<file path="config.mk">
export PLATFORM = sky130hd
export DESIGN_NAME = fpp_device_flat
export DESIGN_NICKNAME = d
export VERILOG_FILES = /design/src/design/fpp_pkg.sv /design/src/design/fpp_link_if.sv /design/src/design/fpp_device.sv /design/src/flat_wrapper.sv
export VERILOG_INCLUDE_DIRS = /design/src /design/src/design
export SDC_FILE = /design/constraint.sdc
export NUM_CORES = 1
export LEC_CHECK = 0
export CORE_MARGIN = 2
export CORE_UTILIZATION = 51
export CTS_BUF_LIST = sky130_fd_sc_hd__clkbuf_8
export DETAILED_ROUTE_END_ITERATION = 7
export DONT_BUFFER_PORTS = 1
export PLACE_DENSITY = 0.66
export SETUP_SLACK_MARGIN = 0.02
export SLEW_MARGIN = 20
export SYNTH_ARGS = -nofsm -noshare
export SYNTH_HDL_FRONTEND = slang
export SYNTH_SLANG_ARGS = --single-unit
</file>
<file path="constraint.sdc">
create_clock -name clock -period 8 [get_ports clock]
set_input_delay 0.4 -clock clock [delete_from_list [all_inputs] [get_ports clock]]
set_output_delay 0.4 -clock clock [all_outputs]
set_load 0.02 [all_outputs]
</file>
<file path="src/design/fpp_consts.svh">
/*
 Frame bytes, opcodes, status codes and block geometry for the
 flash block programming link. Assumes both ends include it.
*/
// What this block does
// - Erase request: LEN 07H, opcode 22H, two addresses
// - Device erases blocks covering the address range
// - Erase answered by one-byte status frame
// - Program request: SOH, LEN 07H, opcode 40H
// - Programmer keeps program addresses block aligned
// - Data frames: STX, count (00H=256), data, sum, terminator
// - Each write frame answered with two status bytes
// - Final frame both ACK starts internal verify
// - Programmer then sends a status request
// - Internal verify result returned as one-byte status
// - Programmer should then set read-out protection; fpp_host sends no lock command and leaves it to the user
// - Verify request: LEN 07H, opcode 13H, acknowledged
// - Programmer keeps verify addresses block aligned
// - Device compares each byte with flash contents
// - Verify data frames share the write frame layout
// - Each verify frame answered with two status bytes
// - Mismatches reported only in the final frame
`ifndef FPP_CONSTS_SVH
`define FPP_CONSTS_SVH

`define FPP_SOH        8'h01
`define FPP_STX        8'h02
`define FPP_ETX        8'h03
`define FPP_ETB        8'h17
`define FPP_OP_ERASE   8'h22
`define FPP_OP_PROG    8'h40
`define FPP_OP_VERIFY  8'h13
`define FPP_OP_STATUS  8'h70
`define FPP_LEN_ONE    8'h01
`define FPP_LEN_TWO    8'h02
`define FPP_LEN_ADDR   8'h07
`define FPP_ACK        8'h06
`define FPP_NAK        8'h15
`define FPP_BLK_MASK   24'h0003FF

`endif

</file>
<file path="src/design/fpp_pkg.sv">
/*
 Types shared by both ends of the flash programming link.
 Assumes the constants header is compiled alongside.
*/
package fpp_pkg;
	typedef enum logic [1:0] {
		FL_ERASE = 2'b00,
		FL_WRITE = 2'b01,
		FL_READ  = 2'b10,
		FL_IVER  = 2'b11
	} fpp_flop_t;

	typedef enum logic [1:0] {
		M_IDLE = 2'b00,
		M_PROG = 2'b01,
		M_VER  = 2'b10
	} fpp_mode_t;

	typedef enum logic [3:0] {
		S_IDLE   = 4'h0,
		S_LEN    = 4'h1,
		S_OPC    = 4'h2,
		S_ARG    = 4'h3,
		S_SUM    = 4'h4,
		S_END    = 4'h5,
		S_DATA   = 4'h6,
		S_FLASH  = 4'h7,
		S_ERASE  = 4'h8,
		S_STWAIT = 4'h9,
		S_TX     = 4'hA
	} fpp_dst_t;

	typedef enum logic [2:0] {
		H_IDLE = 3'h0,
		H_SEND = 3'h1,
		H_DATA = 3'h2,
		H_DOUT = 3'h3,
		H_RX   = 3'h4
	} fpp_hst_t;

	typedef enum logic [2:0] {
		C_ERASE  = 3'h0,
		C_PROG   = 3'h1,
		C_VERIFY = 3'h2,
		C_DATA   = 3'h3,
		C_STATUS = 3'h4
	} fpp_cmd_t;
endpackage

</file>
<file path="src/design/fpp_link_if.sv">
/*
 Byte link between programmer and device: one valid/ready byte
 channel each way. Assumes both ends share one clock.
*/
`timescale 1ns/1ps
interface fpp_link_if;
	logic [7:0] h2d_data;
	logic       h2d_valid;
	logic       h2d_ready;
	logic [7:0] d2h_data;
	logic       d2h_valid;
	logic       d2h_ready;

	modport dev (
		input  h2d_data, h2d_valid, d2h_ready,
		output h2d_ready, d2h_data, d2h_valid
	);

	modport host (
		output h2d_data, h2d_valid, d2h_ready,
		input  h2d_ready, d2h_data, d2h_valid
	);
endinterface

</file>
<file path="src/design/fpp_device.sv">
/*
 Device end: parses command and data frames, drives the flash
 handshake and answers with status frames. Assumes a flash macro
 that acks each request once, a programmer on the same clock.
*/
`timescale 1ns/1ps
`include "fpp_consts.svh"
module fpp_device
	import fpp_pkg::*;
(
	// System
	input  wire logic        clock,
	input  wire logic        reset,
	// Programmer link
	fpp_link_if.dev          link,
	// Flash handshake
	output logic             fl_req,
	output fpp_flop_t        fl_op,
	output logic [23:0]      fl_addr,
	output logic [23:0]      fl_end,
	output logic [7:0]       fl_wdata,
	input  wire logic        fl_ack,
	input  wire logic        fl_ok,
	input  wire logic [7:0]  fl_rdata,
	// Status
	output logic             iv_busy
);

	fpp_dst_t   state;
	fpp_mode_t  mode;
	logic       dframe;
	logic [7:0] len;
	logic [7:0] op;
	logic [7:0] sum;
	logic [47:0] arg;
	logic [8:0] cnt;
	logic [8:0] dcnt;
	logic [23:0] addr;
	logic [7:0] held;
	logic       werr;
	logic       mism;
	logic [7:0] iv_res;
	logic [7:0] tx_b [0:5];
	logic [2:0] tx_n;
	logic [2:0] tx_i;

	logic [7:0] b;
	logic [7:0] next_sum;
	logic       take;
	logic       sent;
	logic       cmd_ok;
	logic       dat_ok;
	logic       dat_last;
	logic [8:0] next_cnt;

	assign b        = link.h2d_data;
	assign take     = link.h2d_valid && link.h2d_ready;
	assign sent     = link.d2h_valid && link.d2h_ready;
	assign next_sum = sum + b;
	assign next_cnt = cnt + 9'h001;
	// Sum already holds the checksum byte when the terminator arrives
	assign cmd_ok   = (sum == 8'h00) && (b == `FPP_ETX);
	assign dat_ok   = (sum == 8'h00) && (b == `FPP_ETX || b == `FPP_ETB);
	assign dat_last = (b == `FPP_ETX);

	// Queue a status frame; checksum makes LEN..SUM add to zero
	task automatic reply(input logic two, input logic [7:0] s1, input logic [7:0] s2);
		logic [7:0] cs;
		cs = two ? (8'h00 - (`FPP_LEN_TWO + s1 + s2)) : (8'h00 - (`FPP_LEN_ONE + s1));
		tx_b[0] <= `FPP_STX;
		tx_b[1] <= two ? `FPP_LEN_TWO : `FPP_LEN_ONE;
		tx_b[2] <= s1;
		tx_b[3] <= two ? s2 : cs;
		tx_b[4] <= two ? cs : `FPP_ETX;
		tx_b[5] <= `FPP_ETX;
		tx_n <= two ? 3'd6 : 3'd5;
		tx_i <= 3'd1;
		link.d2h_data <= `FPP_STX;
		link.d2h_valid <= 1'b1;
		link.h2d_ready <= 1'b0;
		state <= S_TX;
	endtask

	always_ff @(posedge clock) begin
		if (reset) begin
			state <= S_IDLE;
			mode <= M_IDLE;
			dframe <= 1'b0;
			len <= 8'h00;
			op <= 8'h00;
			sum <= 8'h00;
			arg <= 48'h000000000000;
			cnt <= 9'h000;
			dcnt <= 9'h000;
			addr <= 24'h000000;
			held <= 8'h00;
			werr <= 1'b0;
			mism <= 1'b0;
			iv_busy <= 1'b0;
			iv_res <= `FPP_NAK;
			tx_n <= 3'd0;
			tx_i <= 3'd0;
			for (int i = 0; i < 6; i++) begin
				tx_b[i] <= 8'h00;
			end
			fl_req <= 1'b0;
			fl_op <= FL_ERASE;
			fl_addr <= 24'h000000;
			fl_end <= 24'h000000;
			fl_wdata <= 8'h00;
			link.h2d_ready <= 1'b1;
			link.d2h_valid <= 1'b0;
			link.d2h_data <= 8'h00;
		end else begin
			// Internal verify runs beside the parser, so status may be polled
			if (iv_busy && fl_ack) begin
				fl_req <= 1'b0;
				iv_busy <= 1'b0;
				iv_res <= fl_ok ? `FPP_ACK : `FPP_NAK;
			end
			case (state)
				S_IDLE: begin
					if (take && b == `FPP_SOH) begin
						dframe <= 1'b0;
						state <= S_LEN;
					end else if (take && b == `FPP_STX && mode != M_IDLE) begin
						dframe <= 1'b1;
						state <= S_LEN;
					end
				end
				S_LEN: begin
					if (take) begin
						len <= b;
						sum <= b;
						cnt <= 9'h000;
						werr <= 1'b0;
						dcnt <= {(b == 8'h00), b};
						state <= dframe ? S_DATA : S_OPC;
					end
				end
				S_OPC: begin
					if (take) begin
						op <= b;
						sum <= next_sum;
						state <= (len <= `FPP_LEN_ONE) ? S_SUM : S_ARG;
					end
				end
				S_ARG: begin
					if (take) begin
						// Start high/mid/low then end high/mid/low
						arg <= {arg[39:0], b};
						sum <= next_sum;
						cnt <= next_cnt;
						if (cnt[7:0] == len - `FPP_LEN_TWO) begin
							state <= S_SUM;
						end
					end
				end
				S_SUM: begin
					if (take) begin
						sum <= next_sum;
						state <= S_END;
					end
				end
				S_DATA: begin
					if (take) begin
						sum <= next_sum;
						held <= b;
						fl_req <= 1'b1;
						fl_op <= (mode == M_PROG) ? FL_WRITE : FL_READ;
						fl_addr <= addr;
						fl_wdata <= b;
						link.h2d_ready <= 1'b0;
						state <= S_FLASH;
					end
				end
				S_FLASH: begin
					if (fl_ack) begin
						fl_req <= 1'b0;
						addr <= addr + 24'h000001;
						cnt <= next_cnt;
						if (mode == M_PROG) begin
							werr <= werr | ~fl_ok;
						end else begin
							mism <= mism | (fl_rdata != held);
						end
						link.h2d_ready <= 1'b1;
						state <= (next_cnt == dcnt) ? S_SUM : S_DATA;
					end
				end
				S_END: begin
					if (take && dframe) begin
						if (mode == M_PROG) begin
							reply(1'b1, dat_ok ? `FPP_ACK : `FPP_NAK, werr ? `FPP_NAK : `FPP_ACK);
						end else begin
							// Verify result stays ACK until the last frame
							reply(1'b1, dat_ok ? `FPP_ACK : `FPP_NAK,
								(dat_last && mism) ? `FPP_NAK : `FPP_ACK);
						end
						if (dat_last) begin
							mode <= M_IDLE;
						end
						if (dat_last && mode == M_PROG && dat_ok && !werr) begin
							fl_req <= 1'b1;
							fl_op <= FL_IVER;
							fl_addr <= arg[47:24];
							fl_end <= arg[23:0];
							iv_busy <= 1'b1;
						end
					end else if (take && (!cmd_ok || (iv_busy && op != `FPP_OP_STATUS))) begin
						// Bad frame, or range command while verify still runs
						reply(1'b0, `FPP_NAK, 8'h00);
					end else if (take) begin
						case (op)
							`FPP_OP_ERASE: begin
								if (len == `FPP_LEN_ADDR) begin
									fl_req <= 1'b1;
									fl_op <= FL_ERASE;
									fl_addr <= arg[47:24];
									fl_end <= arg[23:0];
									link.h2d_ready <= 1'b0;
									state <= S_ERASE;
								end else begin
									reply(1'b0, `FPP_NAK, 8'h00);
								end
							end
							`FPP_OP_PROG: begin
								mode <= M_PROG;
								addr <= arg[47:24];
								fl_end <= arg[23:0];
								iv_res <= `FPP_NAK;
								reply(1'b0, (len == `FPP_LEN_ADDR) ? `FPP_ACK : `FPP_NAK, 8'h00);
							end
							`FPP_OP_VERIFY: begin
								mode <= M_VER;
								addr <= arg[47:24];
								fl_end <= arg[23:0];
								mism <= 1'b0;
								reply(1'b0, (len == `FPP_LEN_ADDR) ? `FPP_ACK : `FPP_NAK, 8'h00);
							end
							`FPP_OP_STATUS: begin
								link.h2d_ready <= 1'b0;
								state <= S_STWAIT;
							end
							default: begin
								reply(1'b0, `FPP_NAK, 8'h00);
							end
						endcase
					end
				end
				S_ERASE: begin
					if (fl_ack) begin
						fl_req <= 1'b0;
						reply(1'b0, fl_ok ? `FPP_ACK : `FPP_NAK, 8'h00);
					end
				end
				S_STWAIT: begin
					// Holds the link until the verify outcome is known
					if (!iv_busy) begin
						reply(1'b0, iv_res, 8'h00);
					end
				end
				S_TX: begin
					if (sent) begin
						if (tx_i == tx_n) begin
							link.d2h_valid <= 1'b0;
							link.h2d_ready <= 1'b1;
							state <= S_IDLE;
						end else begin
							link.d2h_data <= tx_b[tx_i];
							tx_i <= tx_i + 3'd1;
						end
					end
				end
				default: begin
					state <= S_IDLE;
				end
			endcase
		end
	end

endmodule

</file>
<file path="src/flat_wrapper.sv">
// flat-port wrapper written by rule: the top's interface ports become plain ports
module fpp_device_flat import fpp_pkg::*;
  (clock, reset, fl_req, fl_op, fl_addr, fl_end, fl_wdata, fl_ack, fl_ok, fl_rdata, iv_busy, link_h2d_data, link_h2d_valid, link_d2h_ready, link_h2d_ready, link_d2h_data, link_d2h_valid);
  fpp_link_if link_i ();
  input  wire logic clock;
  input  wire logic reset;
  output logic fl_req;
  output fpp_flop_t fl_op;
  output logic [23:0] fl_addr;
  output logic [23:0] fl_end;
  output logic [7:0] fl_wdata;
  input  wire logic fl_ack;
  input  wire logic fl_ok;
  input  wire logic [7:0] fl_rdata;
  output logic iv_busy;
  input wire logic [$bits(link_i.h2d_data)-1:0] link_h2d_data;
  input wire logic [$bits(link_i.h2d_valid)-1:0] link_h2d_valid;
  input wire logic [$bits(link_i.d2h_ready)-1:0] link_d2h_ready;
  output wire logic [$bits(link_i.h2d_ready)-1:0] link_h2d_ready;
  output wire logic [$bits(link_i.d2h_data)-1:0] link_d2h_data;
  output wire logic [$bits(link_i.d2h_valid)-1:0] link_d2h_valid;
  assign link_i.h2d_data = link_h2d_data;
  assign link_i.h2d_valid = link_h2d_valid;
  assign link_i.d2h_ready = link_d2h_ready;
  assign link_h2d_ready = link_i.h2d_ready;
  assign link_d2h_data = link_i.d2h_data;
  assign link_d2h_valid = link_i.d2h_valid;
  fpp_device u_core (.clock(clock), .reset(reset), .link(link_i), .fl_req(fl_req), .fl_op(fl_op), .fl_addr(fl_addr), .fl_end(fl_end), .fl_wdata(fl_wdata), .fl_ack(fl_ack), .fl_ok(fl_ok), .fl_rdata(fl_rdata), .iv_busy(iv_busy));
endmodule
</file>
After elaboration in Yosys (flattened, before gate mapping)
Cells that the tools add are included.
{"block": "totals", "elab_cells": 325, "ram_bits": 0, "inputBits": 22, "out_inout_bits": 70, "romBits": 0, "ff_bits": 255, "latchBits": 0, "mem_count": 0}
{"block": "op_classes", "muxes": 159, "bitwise_logic": 4, "n_eq_ne": 58, "n_lt_le_gt_ge": 2, "reduce_logical": 56, "multipliers": 0, "n_addsub": 16, "n_shift": 0, "div_mod_pow": 0}
{"cell": "two-way mux 24 bit", "count": 18}
{"cell": "two-way mux 48 bit", "count": 6}
{"cell": "case mux 48 bit (3 select lines)", "count": 2}
{"cell": "two-way mux 8 bit", "count": 18}
{"cell": "case mux 24 bit (2 select lines)", "count": 3}
{"cell": "two-way mux 4 bit", "count": 16}
{"cell": "two-way mux 3 bit", "count": 16}
{"cell": "case mux 4 bit (11 select lines)", "count": 1}
{"cell": "subtractor 1 x 8 -> 8 bit (first input constant)", "count": 5}
{"cell": "two-way mux 1 bit", "count": 39}
{"cell": "case mux 8 bit (2 select lines)", "count": 2}
{"cell": "case mux 8 bit (4 select lines)", "count": 1}
{"cell": "two-way mux 2 bit", "count": 14}
{"cell": "two-way mux 9 bit", "count": 3}
{"cell": "case mux 9 bit (3 select lines)", "count": 1}
{"cell": "!= test 2 x 1 -> 1 bit (second input constant)", "count": 13}
{"cell": "two-way mux 5 bit", "count": 5}
{"cell": "adder 1 x 8 -> 8 bit (first input constant)", "count": 3}
{"cell": "adder 24 x 1 -> 24 bit (second input constant)", "count": 1}
{"cell": "adder 8 bit", "count": 3}
{"cell": "binary-select mux 8 bit (select 3 bit)", "count": 1}
{"cell": "AND reduction 6 bit", "count": 4}
{"cell": "!= test 2 bit (second input constant)", "count": 10}
{"cell": "== test 4 x 3 -> 1 bit (second input constant)", "count": 4}
{"cell": "other kinds (56)", "count": 106}

Longest topological paths before layout
Gate-level depths: netlist of the first run.
{"block": "logic_depth", "depth_word": 10, "mapped_depth": 12, "ltp_nobuf": 11}

Least setup slack after synthesis of the first run
Ideal clock, no wire load.
{"block": "synth_path", "path_kind": "input -> register", "from": "input link_h2d_data[7]", "to": "register u_core.tx_b[11] (netlist name)", "arrival_time_ns": 2.676, "n_path_buf": 1, "setup_ns": 0.128, "stages": 12, "required_ns": 7.872, "slack_ns": 5.197, "cell_sequence": "buf_6 -> or4_4 -> nor3_1 -> nand3_1 -> inv_1 -> ha_1 -> nand3_1 -> and3_1 -> a311oi_1 -> a21oi_1 -> a22oi_1 -> nor2_1"}
{"block": "synth_between", "elab_chain_len": 10, "word_cells_on_any_way": 24, "classes_between": "5 x add/sub; 5 x eq/ne; 6 x mux; 8 x reduce/logical"}
{"element": "start: declaration", "line_no": "flat_wrapper.sv:16", "rtl": "input wire logic [$bits(link_i.h2d_data)-1:0] link_h2d_data;"}
{"element": "== test 8 x 2 -> 1 bit (no source line) / == test 8 x 5 -> 1 bit (equally long branches)"}
{"element": "logical OR 1 bit (no source line)"}
{"element": "logical AND 1 bit", "line_no": "fpp_device.sv:63", "rtl": "assign dat_ok = (sum == 8'h00) && (b == `FPP_ETX || b == `FPP_ETB);"}
{"element": "two-way mux 5 bit (no source line)"}
{"element": "adder 2 x 5 -> 6 bit (no source line)"}
{"element": "adder 8 bit (no source line)"}
{"element": "subtractor 1 x 8 -> 8 bit", "line_no": "fpp_device.sv:69", "rtl": "cs = two ? (8'h00 - (`FPP_LEN_TWO + s1 + s2)) : (8'h00 - (`FPP_LEN_ONE + s1));"}
{"element": "two-way mux 24 bit", "line_no": "fpp_device.sv:193", "rtl": "if (mode == M_PROG) begin"}
{"element": "two-way mux 48 bit", "line_no": "fpp_device.sv:192", "rtl": "if (take && dframe) begin"}
{"element": "case mux 48 bit (3 select lines)", "line_no": "fpp_device.sv:121", "rtl": "case (state)"}
{"element": "end signal: indexed assignment", "line_no": "fpp_device.sv:104", "rtl": "tx_b[i] <= 8'h00;"}
{"element": "end: declaration", "line_no": "fpp_device.sv:43", "rtl": "logic [7:0] tx_b [0:5];"}
Parallel ways exist; a longest one is shown, timed or not.
A chain may end at the register's enable or synchronous reset.

Worst setup path in the final report of the first run
{"block": "layout_path", "from": "register u_core.state[0]", "to": "register u_core.fl_addr[14]"}
{"block": "layout_between", "elab_chain_len": 3, "word_cells_on_any_way": 11, "classes_between": "8 x eq/ne; 1 x mux; 2 x reduce/logical"}
{"element": "start: declaration", "line_no": "fpp_device.sv:29", "rtl": "fpp_dst_t state;"}
{"element": "start signal: assignment", "line_no": "fpp_device.sv:138", "rtl": "state <= dframe ? S_DATA : S_OPC;"}
{"element": "start signal: assignment", "line_no": "fpp_device.sv:145", "rtl": "state <= (len <= `FPP_LEN_ONE) ? S_SUM : S_ARG;"}
{"element": "start signal: assignment", "line_no": "fpp_device.sv:188", "rtl": "state <= (next_cnt == dcnt) ? S_SUM : S_DATA;"}
{"element": "== test 4 x 3 -> 1 bit", "line_no": "fpp_device.sv:121"}
{"element": "!= test 3 x 1 -> 1 bit (no source line), or another cell as far along"}
{"element": "AND reduction 7 bit (no source line)"}
{"element": "end signal: assignment", "line_no": "fpp_device.sv:171", "rtl": "fl_addr <= addr;"}
{"element": "end signal: assignment", "line_no": "fpp_device.sv:206", "rtl": "fl_addr <= arg[47:24];"}
{"element": "end signal: assignment", "line_no": "fpp_device.sv:219", "rtl": "fl_addr <= arg[47:24];"}
{"element": "end: declaration", "line_no": "fpp_device.sv:19", "rtl": "output logic [23:0] fl_addr,"}
Parallel ways exist; a longest one is shown, timed or not.

==> results of run 1 <==
==> cell type report <==
type | instances | area [um^2] | share of cell area [%]
Clock buffer | 53 | 729 | 6.11
Clock inverter | 19 | 98.8 | 0.828
Inverter | 16 | 60.1 | 0.503
Multi-Input combinational cell | 1077 | 6020 | 50.5
Sequential cell | 223 | 4460 | 37.4
Tap cell | 275 | 344 | 2.88
Timing Repair Buffer | 21 | 220 | 1.84
==> worst max-delay path, delay by kind of cell (launching register included) <==
| family | cells | cell delay [ps] |
|---|---|---|
| AOI/OAI and AO/OA | 3 | 1040 |
| buffers and inverters | 2 | 710 |
| DFF | 1 | 790 |
| and+or+nand+nor | 4 | 1000 |
==> synth_stat cells, types with 12 or more instances <==
cell / count
nand2_1: 290
dfxtp_1: 223
a21oi_1: 166
nor2_1: 147
clkbuf_1: 88
nand3_1: 50
o21ai_0: 48
nor3_1: 32
a311oi_1: 28
mux2i_1: 24
a211oi_1: 22
ha_1: 22
xor2_1: 17
and3_1: 16
inv_1: 16
a22oi_1: 14
nand2b_1: 13
nor4_1: 13
xnor2_1: 13
buf_2: 12
or3_1: 12
==> per-stage QoR <==
step | hold slack, ps | utilization (%) | cell area [um^2]
after floorplan | 431 | - | 10900
after global placement | 434 | 52.2 | 11000
after detailed placement | 441 | 52.2 | 11000
after CTS | 2.62 | 56.7 | 11900
after global routing | 9.57 | 56.8 | 11900
final | 25.6 | 56.8 | 11900
==> placed cells by master, fill, tap and decap left out, types with 21 or more instances in the layout <==
master / synthesis / routed
dfxtp_1: 223 / 223
a211oi_1: 22 / 21
mux2i_1: 24 / 24
ha_1: 22 / 22
a21oi_1: 166 / 166
nor3_1: 32 / 31
nand2_1: 290 / 290
o21ai_0: 48 / 48
clkbuf_8: 0 / 53
nor2_1: 147 / 147
a311oi_1: 28 / 28
inv_1: 16 / 27
nand3_1: 50 / 50
==> repair_timing <==
action                                 CTS  global route
setup buffers                            0             0
hold buffers                            10             0
endpoints found under the hold margin  209             0
==> metal layers <==
layer	GRT usage [%]	part of all wire (%)	vias up
met5	0	0	-
li1	-	-	4923
met3	5.24	6.5	64
met4	7.64	2.5	0
met2	36.6	44	296
met1	35.0	47	4625
==> cells by family (layout without fill, tap and decap cells) <==
family / after synthesis / in the layout / share of synthesized area, %
adders and majority gates: 23 / 23 / 2.71
buffers and inverters: 119 / 109 / 4.30
DFF: 223 / 223 / 40.9
and+or+nand+nor: 624 / 624 / 25.6
xor gates and xnor gates: 30 / 30 / 2.41
AOI/OAI and AO/OA: 374 / 374 / 21.5
muxes: 26 / 26 / 2.51
==> sequential cells by signal (all words and copies together) (netlist names), 2 cells and up <==
name                  count
u_core.fl_addr           24
u_core.sum                8
u_core.arg               48
u_core.addr              24
u_core.fl_end            24
u_core.op                 8
u_core.fl_op              2
u_core.tx_i               3
u_core.mode               2
u_core.state              4
u_core.tx_b              25
u_core.fl_wdata           8
u_core.tx_n               2
u_core.dcnt               9
u_core.iv_res             8
u_core.cnt                9
u_core.link.d2h_data      8
==> worst max path at each step <==
stage | from | end | slack (ps) | cells after the start
2_1_floorplan | link_h2d_data[7] | u_core.tx_b[11]$_SDFFE_PP0P_ | 5200 | 12
3_3_place_gp | u_core.state[0]$_SDFFE_PP0P_ | u_core.fl_addr[18]$_SDFFE_PP0P_ | 4260 | 8
3_5_place_dp | u_core.state[0]$_SDFFE_PP0P_ | u_core.fl_addr[14]$_SDFFE_PP0P_ | 4100 | 8
4_1_cts | u_core.state[0]$_SDFFE_PP0P_ | u_core.fl_addr[14]$_SDFFE_PP0P_ | 4070 | 8
5_1_grt | u_core.state[0]$_SDFFE_PP0P_ | u_core.fl_addr[14]$_SDFFE_PP0P_ | 3970 | 9
6_report | u_core.state[0]$_SDFFE_PP0P_ | u_core.fl_addr[14]$_SDFFE_PP0P_ | 4330 | 9
==> report_power, final <==
| part | total, W | switching (W) | internal [W] | leakage (nW) |
|---|---|---|---|---|
| sequential | 0.00116 | 0.0000327 | 0.00113 | 1.80 |
| clock | 0.00107 | 0.000474 | 0.000596 | 0.471 |
| combinational | 0.000232 | 0.000137 | 0.0000945 | 1.71 |
| total | 0.00246 | 0.000644 | 0.00182 | 3.98 |
==> reports/qor.yml, run 1 <==
synth_top_cell_by_area: "dfxtp_1"
synth-edff-count: 0
grt_pass1_vias: 8901
final_hold_viol_count: 0
placed_cells: 1601
pre_cts_ws_ps: 4100
reg2regPathDepth: 9
remaining_drc_errors: 0
hold_path.class: "primary input to flop"
status: "complete, no violations"
finalNonFillerCells: 1684
clk_path_buf_depth: 3
r2r_slack_ps: 4330
rsz0062_at_grt: "no"
dieArea_um2: 22600
min_to: "u_core.fl_wdata[2]$_SDFFE_PP0P_"
cts_buffers: 39
dpl.hpwl_mm: 18.0
crit_type: "flop to flop"
drt-pass1-iter-count: 5
yosysUniqueCellTypes: 75
grt_max_degree: 209
setup_viol: 0
die_h_um: 150
slew-limit-headroom_pct: 31.6
synth_top_area_share_pct: 40.9
slew_violations: 0
drive_above_1_share_pct: 6.81
power_density_nw_per_um2: 206
seq_area_frac_synth_pct: 40.9
fill_cells: 1982
worst_slew_pin_slew_ps: 1020
critPathMaxStageDelay_ps: 790
cts_sinks: 223
antenna_found_initial: 0
worst_slack_ps: 4330
drt-total-wl_mm: 27.8
holdPathStages: 2
grt_util_all_layers_pct: 24.4
syn2layout_area_growth_pct: 9.41
arrival_ps: 4100
grt_pass1_wl_mm: 45.2
crit_required_ps: 8430
synth_ff_type: "dfxtp_1"
reg2reg_to: "u_core.fl_addr[14]$_SDFFE_PP0P_"
ys_warn_count: 0
fin_crit_sh_pct: 45.8
viasPerCell: 5.88
ios: 92
clk_pin_slew_ps: 60
cts_resized: 0
gr-total-overflow: 0
initial_utilization_pct: 51.9
p_leak_nw: 3.98
synth.avg_cell_area_um2: 7.69
critPathMaxFanout: 52
via_count: 9908
synthArstFlopShare_pct: 0
min-delay-start: "link_h2d_data[2]"
p_total_w: 0.00246
root_buffer: "clkbuf_8"
cp-start-kind: "flop"
critical-path-slowest-cell: "dfxtp_1"
core_um2: 21000
syn-num-nets: 1464
routedWlPerCell_um: 16.5
drt_iter0_drc: 730
ir_drop_mv: 0.136
tns_ps: 0
ys_ff_latch: 223
skew_ps: 12.0
insertion_delay_ps: 540
ant_nets: 0
post-route-min-period_ps: 3670
htree_levels: 2
synth_top_cells_by_area: "dfxtp_1, nand2_1, a21oi_1, nor2_1, clkbuf_1"
place_congestion: 0.881
cts_tree: "done"
io_buffers: 0
num_rows: 53
die_w_um: 150
synth_cells: 1419
drv_cap: 0
cp-end-kind: "flop"
fmax_mhz: 273
antenna_cells: 0
syn_area_um2: 10900
reg2reg_from: "u_core.state[0]$_SDFFE_PP0P_"
nets: 1423
cp_cell_sequence: "nor4bb_4 > buf_4 > nand2_1 > nor3_2 > a21oi_1 > a21oi_4 > buf_16 > nor2_1 > a311oi_1"
Power figures use the tool's default switching activity.
==> run 2: changes to the inputs <==
==> constraint.sdc (replaced) <==
create_clock -name clock -period 3.47 [get_ports clock]
set_input_delay 0.1735 -clock clock [delete_from_list [all_inputs] [get_ports clock]]
set_output_delay 0.1735 -clock clock [all_outputs]
set_load 0.02 [all_outputs]
==> run 2 against run 1 <==
Compared with the run above:
- global-route usage increased by 0.85 points
- power increased by 130%
- clock-buffer cell count down 4
- final cell count grew 2.1%
- via count increased by 1.5%
- sequential power grew 130%
- critical path depth is 1 lower
- critical path type unchanged
- final area grew 2.7%
- flip-flop and latch count unchanged
- setup slack got worse by 4100 ps
- sequential share of layout area shrank 0.96 points
- maximum frequency increased by 14%
==> reports/qor.yml, run 2 (synthesized netlist as in run 1, its figures left out) <==
io_buffers: 0  # unchanged
largest_reg_flops: 48  # unchanged
cp-start-kind: "flop"
viasPerCell: 5.84  # -0.66%
via_count: 10053  # +1.5%
slew-limit-headroom_pct: 40.7  # +9.1 points
grt_pass1_vias: 9187  # +3.2%
drive_above_1_share_pct: 7.47  # +0.66 points
final_hold_viol_count: 0  # unchanged
ir_drop_mv: 0.462  # +240%
nets: 1464  # +2.9%
netSwitchingFraction_pct: 26.4  # +0.21 points
crit_required_ps: 3900  # -4530 ps
insertion_delay_ps: 540  # about the same
p_leak_nw: 4.19  # +5.4%
syn2layout_area_growth_pct: 12.3
postPlaceCellArea_um2: 11100  # +1.1%
skew_ps: 23.4  # +11.4 ps
slew_violations: 0  # unchanged
cts_tree: "done"
placed_cells: 1616  # +0.94%
antenna_found_initial: 0  # unchanged
whs_ps: 25.8  # +0.178 ps
grt_pass1_wl_mm: 46.7  # +3.3%
drt_iter0_drc: 671  # -8.1%
setup_viol: 0  # unchanged
p_switching_w: 0.00147  # +130%
p_total_w: 0.00558  # +130%
seqPwrFrac_pct: 47.7  # +0.6 points
grt_max_degree: 192  # -8.1%
fin_crit_sh_pct: 92.9  # +47 points
antenna_cells: 0  # unchanged
ant_nets: 0  # unchanged
grt_util_all_layers_pct: 25.2  # +0.85 points
p_int_w: 0.00411  # +130%
clk_pin_slew_ps: 60  # about the same
dpl.hpwl_mm: 18.6  # +3.5%
cp_cell_sequence: "nor4bb_4 > nand2_1 > nor3_2 > a31o_2 > o21ai_0 > a22oi_1 > nor2_1 > dlygate4sd3_1"
fmax_mhz: 310  # +14%
final_common_cell: "nand2_1"
layout_common_cells: "nand2_1, dfxtp_1, a21oi_1"
tns_ps: 0  # unchanged
initial_utilization_pct: 51.9  # unchanged
htree_levels: 2  # unchanged
combinationalPowerShare_pct: 10.4  # +1.0 points
ios: 92  # unchanged
path_buf_inv: 1  # -1
cp_top_family: "simple AND/OR/NAND/NOR gates"
critical-path-slowest-cell: "a31o_2"
routedWlPerCell_um: 16.9  # +2.6%
cp-end-kind: "flop"
hold_path.class: "primary input to flop"
clkPwrFrac_pct: 41.9  # -1.6 points
reg_top3: "u_core.arg x48, u_core.tx_b x25"
max_flop_register: "u_core.arg"
fin_area_um2: 12300  # +2.7%
crit_type: "flop to flop"
drt-total-wl_mm: 29.1  # +4.8%
die_h_um: 150  # unchanged
clk_path_buf_depth: 3  # unchanged
rsz0062_at_grt: "no"
drv_cap: 0  # unchanged
power_density_nw_per_um2: 455  # +120%
root_buffer: "clkbuf_8"
cts_sinks: 223  # unchanged
finalNonFillerCells: 1720  # +2.1%
place_congestion: 0.902  # +2.4%
worst_slew_pin_slew_ps: 866  # -155 ps
critPathMaxStageDelay_ps: 640  # -150 ps
drt-pass1-iter-count: 5  # unchanged
remaining_drc_errors: 0  # unchanged
arrival_ps: 3650  # -450 ps
die_w_um: 150  # unchanged
num_rows: 53  # unchanged
status: "complete, no violations"
core_um2: 21000  # unchanged
gr-total-overflow: 0  # unchanged
post-route-min-period_ps: 3220  # -443 ps
cts_buffers: 39  # unchanged
dieArea_um2: 22600  # unchanged
critPathMaxFanout: 31  # -40%
run 2: layout make-up:
cell class,count,area [um^2]
Multi-Input combinational cell,1077,6040
Tap cell,275,344
Clock buffer,49,674
Inverter,16,60.1
Clock inverter,18,93.8
Timing Repair Buffer,62,583
Sequential cell,223,4470
Fill cell,1973,8760
run 2: layer usage:
layer | vias to the layer above | global-route usage [%] | wire length [um]
li1 | 5015 | - | -
met1 | 4696 | 35.4 | 13800
met2 | 296 | 39.5 | 13000
met3 | 46 | 4.67 | 1730
met4 | 0 | 7.50 | 505
met5 | - | 0 | 0
run 2: power by group through the flow:
stage | Combinational (W) | Sequential [W] | Clock [W]
after floorplan | 0.000459 | 0.00267 | 0
after global placement | 0.000507 | 0.00271 | 0
after detailed placement | 0.000511 | 0.00271 | 0
after CTS | 0.000575 | 0.00266 | 0.00241
after global routing | 0.000640 | 0.00266 | 0.00253
final | 0.000581 | 0.00266 | 0.00234
run 2: per-stage QoR:
stage                     worst slack, ps  utilization, %
after floorplan                       893               -
after global placement                627            52.8
after detailed placement              508            52.8
after CTS                            95.3            58.2
after global routing                 45.2            58.3
final                                 248            58.3
run 2: what timing repair did:
item,in CTS,in global routing
setup endpoints to repair,0,14
hold buffers,35,0
resized for setup,0,2
setup buffers,0,2
hold endpoints to repair,223,0
run 2: worst paths after layout:
kind | startpoint | to | slack (ps) | cells past startpoint
max | u_core.state[2]$_SDFFE_PP0P_ | u_core.addr[4]$_SDFFE_PP0P_ | 250 | 8
min | fl_ack | u_core.link.h2d_ready$_SDFFE_PP1P_ | 30 | 4
max reg2reg | u_core.state[2]$_SDFFE_PP0P_ | u_core.addr[4]$_SDFFE_PP0P_ | 250 | 8
min reg2reg | u_core.tx_b[31]$_SDFFE_PP0P_ | u_core.tx_b[31]$_SDFFE_PP0P_ | 450 | 2
run 2: tightest hold or removal path, delay by kind of cell:
| family | cells | cell delay [ps] |
|---|---|---|
| simple gates | 3 | 230 |
| compound gates | 1 | 80 |
==> run 3: changes to the inputs <==
--- a/config.mk
+++ b/config.mk
@@ -11,6 +11,7 @@
 export CTS_BUF_LIST = sky130_fd_sc_hd__clkbuf_8
 export DETAILED_ROUTE_END_ITERATION = 7
 export DONT_BUFFER_PORTS = 1
+export HOLD_SLACK_MARGIN = 0.1
 export PLACE_DENSITY = 0.66
 export SETUP_SLACK_MARGIN = 0.02
 export SLEW_MARGIN = 20
==> run 3 against run 2 <==
Compared with the run above:
- clock power about the same
- combinational power grew 0.9%
- register-to-register slack about the same
- die area unchanged
- utilization unchanged
- sequential share of layout area unchanged
- via count up 0.34%
- power is 0.12% higher
- critical path depth is the same
- clock-buffer cell count did not move
- sequential power is essentially flat
- critical endpoint unchanged
- largest power group unchanged
- highest routed layer unchanged
==> reports/qor.yml, run 3 (synthesized netlist as in run 1, its figures left out) <==
grt_pass1_wl_mm: 46.7  # about the same
drt-pass1-iter-count: 4  # -1
whs_ps: 85.0  # +59.2 ps
slew_violations: 0  # unchanged
clk_pin_slew_ps: 60  # about the same
p_int_w: 0.00411  # about the same
largest_reg_flops: 48  # unchanged
antenna_cells: 0  # unchanged
combinationalPowerShare_pct: 10.5  # about the same
drv_cap: 0  # unchanged
critical-path-slowest-cell: "a31o_2"
setup_viol: 0  # unchanged
max_flop_register: "u_core.arg"
dieArea_um2: 22600  # unchanged
reg2regPathDepth: 8  # unchanged
post-route-min-period_ps: 3210  # -14.2 ps
placed_cells: 1616  # unchanged
final_hold_viol_count: 0  # unchanged
rsz0062_at_grt: "no"
grt_util_all_layers_pct: 25.3  # +0.026 points
nets: 1464  # unchanged
crit_type: "flop to flop"
viasPerCell: 5.86  # +0.34%
via_count: 10087  # +0.34%
seqPwrFrac_pct: 47.6  # about the same
reg2reg_to: "u_core.addr[4]$_SDFFE_PP0P_"
fin_crit_sh_pct: 92.4  # -0.41 points
insertion_delay_ps: 540  # about the same
ios: 92  # unchanged
cts_tree: "done"
arrival_ps: 3630  # -20 ps
cts_buffers: 39  # unchanged
clk_path_buf_depth: 3  # unchanged
die_w_um: 150  # unchanged
cp-end-kind: "flop"
num_rows: 53  # unchanged
clkPwrFrac_pct: 41.9  # about the same
finalNonFillerCells: 1720  # unchanged
drt_iter0_drc: 641  # -4.5%
layout_common_cells: "nand2_1, dfxtp_1, a21oi_1"
place_congestion: 0.902  # unchanged
initial_utilization_pct: 51.9  # unchanged
root_buffer: "clkbuf_8"
ant_nets: 0  # unchanged
critPathMaxFanout: 31  # unchanged
cp-start-kind: "flop"
core_um2: 21000  # unchanged
cts_sinks: 223  # unchanged
skew_ps: 23.9  # +0.499 ps
p_switching_w: 0.00148  # +0.44%
critPathMaxStageDelay_ps: 630  # about the same
drive_above_1_share_pct: 7.47  # unchanged
gr-total-overflow: 0  # unchanged
reg_top3: "u_core.arg x48, u_core.tx_b x25"
r2r_slack_ps: 260  # about the same
grt_max_degree: 192  # unchanged
crit_required_ps: 3900  # about the same
startpoint: "u_core.state[2]$_SDFFE_PP0P_"
holdPathStages: 2  # -2
hold_path.class: "primary input to flop"
min_to: "u_core.addr[14]$_SDFFE_PP0P_"
pre_cts_ws_ps: 508  # unchanged
grt_pass1_vias: 9213  # +0.28%
min-delay-start: "reset"
status: "complete, no violations"
die_h_um: 150  # unchanged
dpl.hpwl_mm: 18.6  # unchanged
netSwitchingFraction_pct: 26.5  # +0.086 points
ir_drop_mv: 0.462  # about the same
htree_levels: 2  # unchanged
p_leak_nw: 4.19  # unchanged
worst_slew_pin_slew_ps: 870  # +3.27 ps
power_density_nw_per_um2: 456  # +0.12%
worst_slack_ps: 262  # +14.2 ps
fmax_mhz: 312  # +0.44%
drt-total-wl_mm: 29.1  # +0.10%
routedWlPerCell_um: 16.9  # +0.10%
io_buffers: 0  # unchanged
tns_ps: 0  # unchanged
antenna_found_initial: 0  # unchanged
remaining_drc_errors: 0  # unchanged
syn2layout_area_growth_pct: 12.3  # unchanged
final_common_cell: "nand2_1"
reg2reg_from: "u_core.state[2]$_SDFFE_PP0P_"
cp_cell_sequence: "nor4bb_4 > nand2_1 > nor3_2 > a31o_2 > o21ai_0 > a22oi_1 > nor2_1 > dlygate4sd3_1"
slew-limit-headroom_pct: 40.5  # -0.22 points
run 3: cell counts in the layout (fill, tap and decap cells not counted):
No cell type changed its count.
run 3: worst max-delay path by stage:
stage                                            to  slack (ps)  cells past startpoint
floorplan              u_core.tx_b[11]$_SDFFE_PP0P_         890                     12
global placement       u_core.tx_b[30]$_SDFFE_PP0P_         630                      8
detailed placement     u_core.tx_b[30]$_SDFFE_PP0P_         510                      8
CTS                 u_core.fl_addr[10]$_SDFFE_PP0P_         100                      9
global route            u_core.addr[4]$_SDFFE_PP0P_          50                      8
finish                  u_core.addr[4]$_SDFFE_PP0P_         260                      8
run 3: power groups by stage:
stage | sequential [W] | combinational, W | clock (W)
2_1_floorplan | 0.00267 | 0.000459 | 0
3_3_place_gp | 0.00271 | 0.000507 | 0
3_5_place_dp | 0.00271 | 0.000511 | 0
4_1_cts | 0.00266 | 0.000578 | 0.00241
5_1_grt | 0.00266 | 0.000643 | 0.00253
6_report | 0.00266 | 0.000586 | 0.00234
run 3: cell type report:
type                            count  area, um^2
Clock buffer                       49         674
Tap cell                          275         344
Multi-Input combinational cell   1077        6040
Fill cell                        1973        8760
Inverter                           16        60.1
Timing Repair Buffer               62         583
Clock inverter                     18        93.8
Sequential cell                   223        4470
run 3: through the flow:
stage	power [W]	util [%]	cell area, um^2
4_1_cts	0.00564	58.2	12200
3_5_place_dp	0.00322	52.8	11100
2_1_floorplan	0.00313	-	10900
5_1_grt	0.00583	58.3	12300
3_3_place_gp	0.00322	52.8	11100
6_report	0.00559	58.3	12300
run 3: timing repair:
item	CTS	global route
setup endpoints to repair	0	14
hold buffers	35	0
setup buffers	0	2
gates resized for setup	0	2
endpoints found under the hold margin	223	0
run 3: per-layer routing:
| metal | up-vias | wire [um] | GRT usage (%) |
|---|---|---|---|
| met4 | 0 | 496 | 7.55 |
| met3 | 46 | 1700 | 4.94 |
| met5 | - | 0 | 0 |
| met1 | 4730 | 13900 | 35.4 |
| met2 | 300 | 13100 | 39.4 |
| li1 | 5011 | - | - |
run 3: critical path: cells and delay by family (launching register included):
family	cells	cell delay, ps
buf+inv	1	540
flops	1	520
compound gates	3	990
simple gates	4	1040
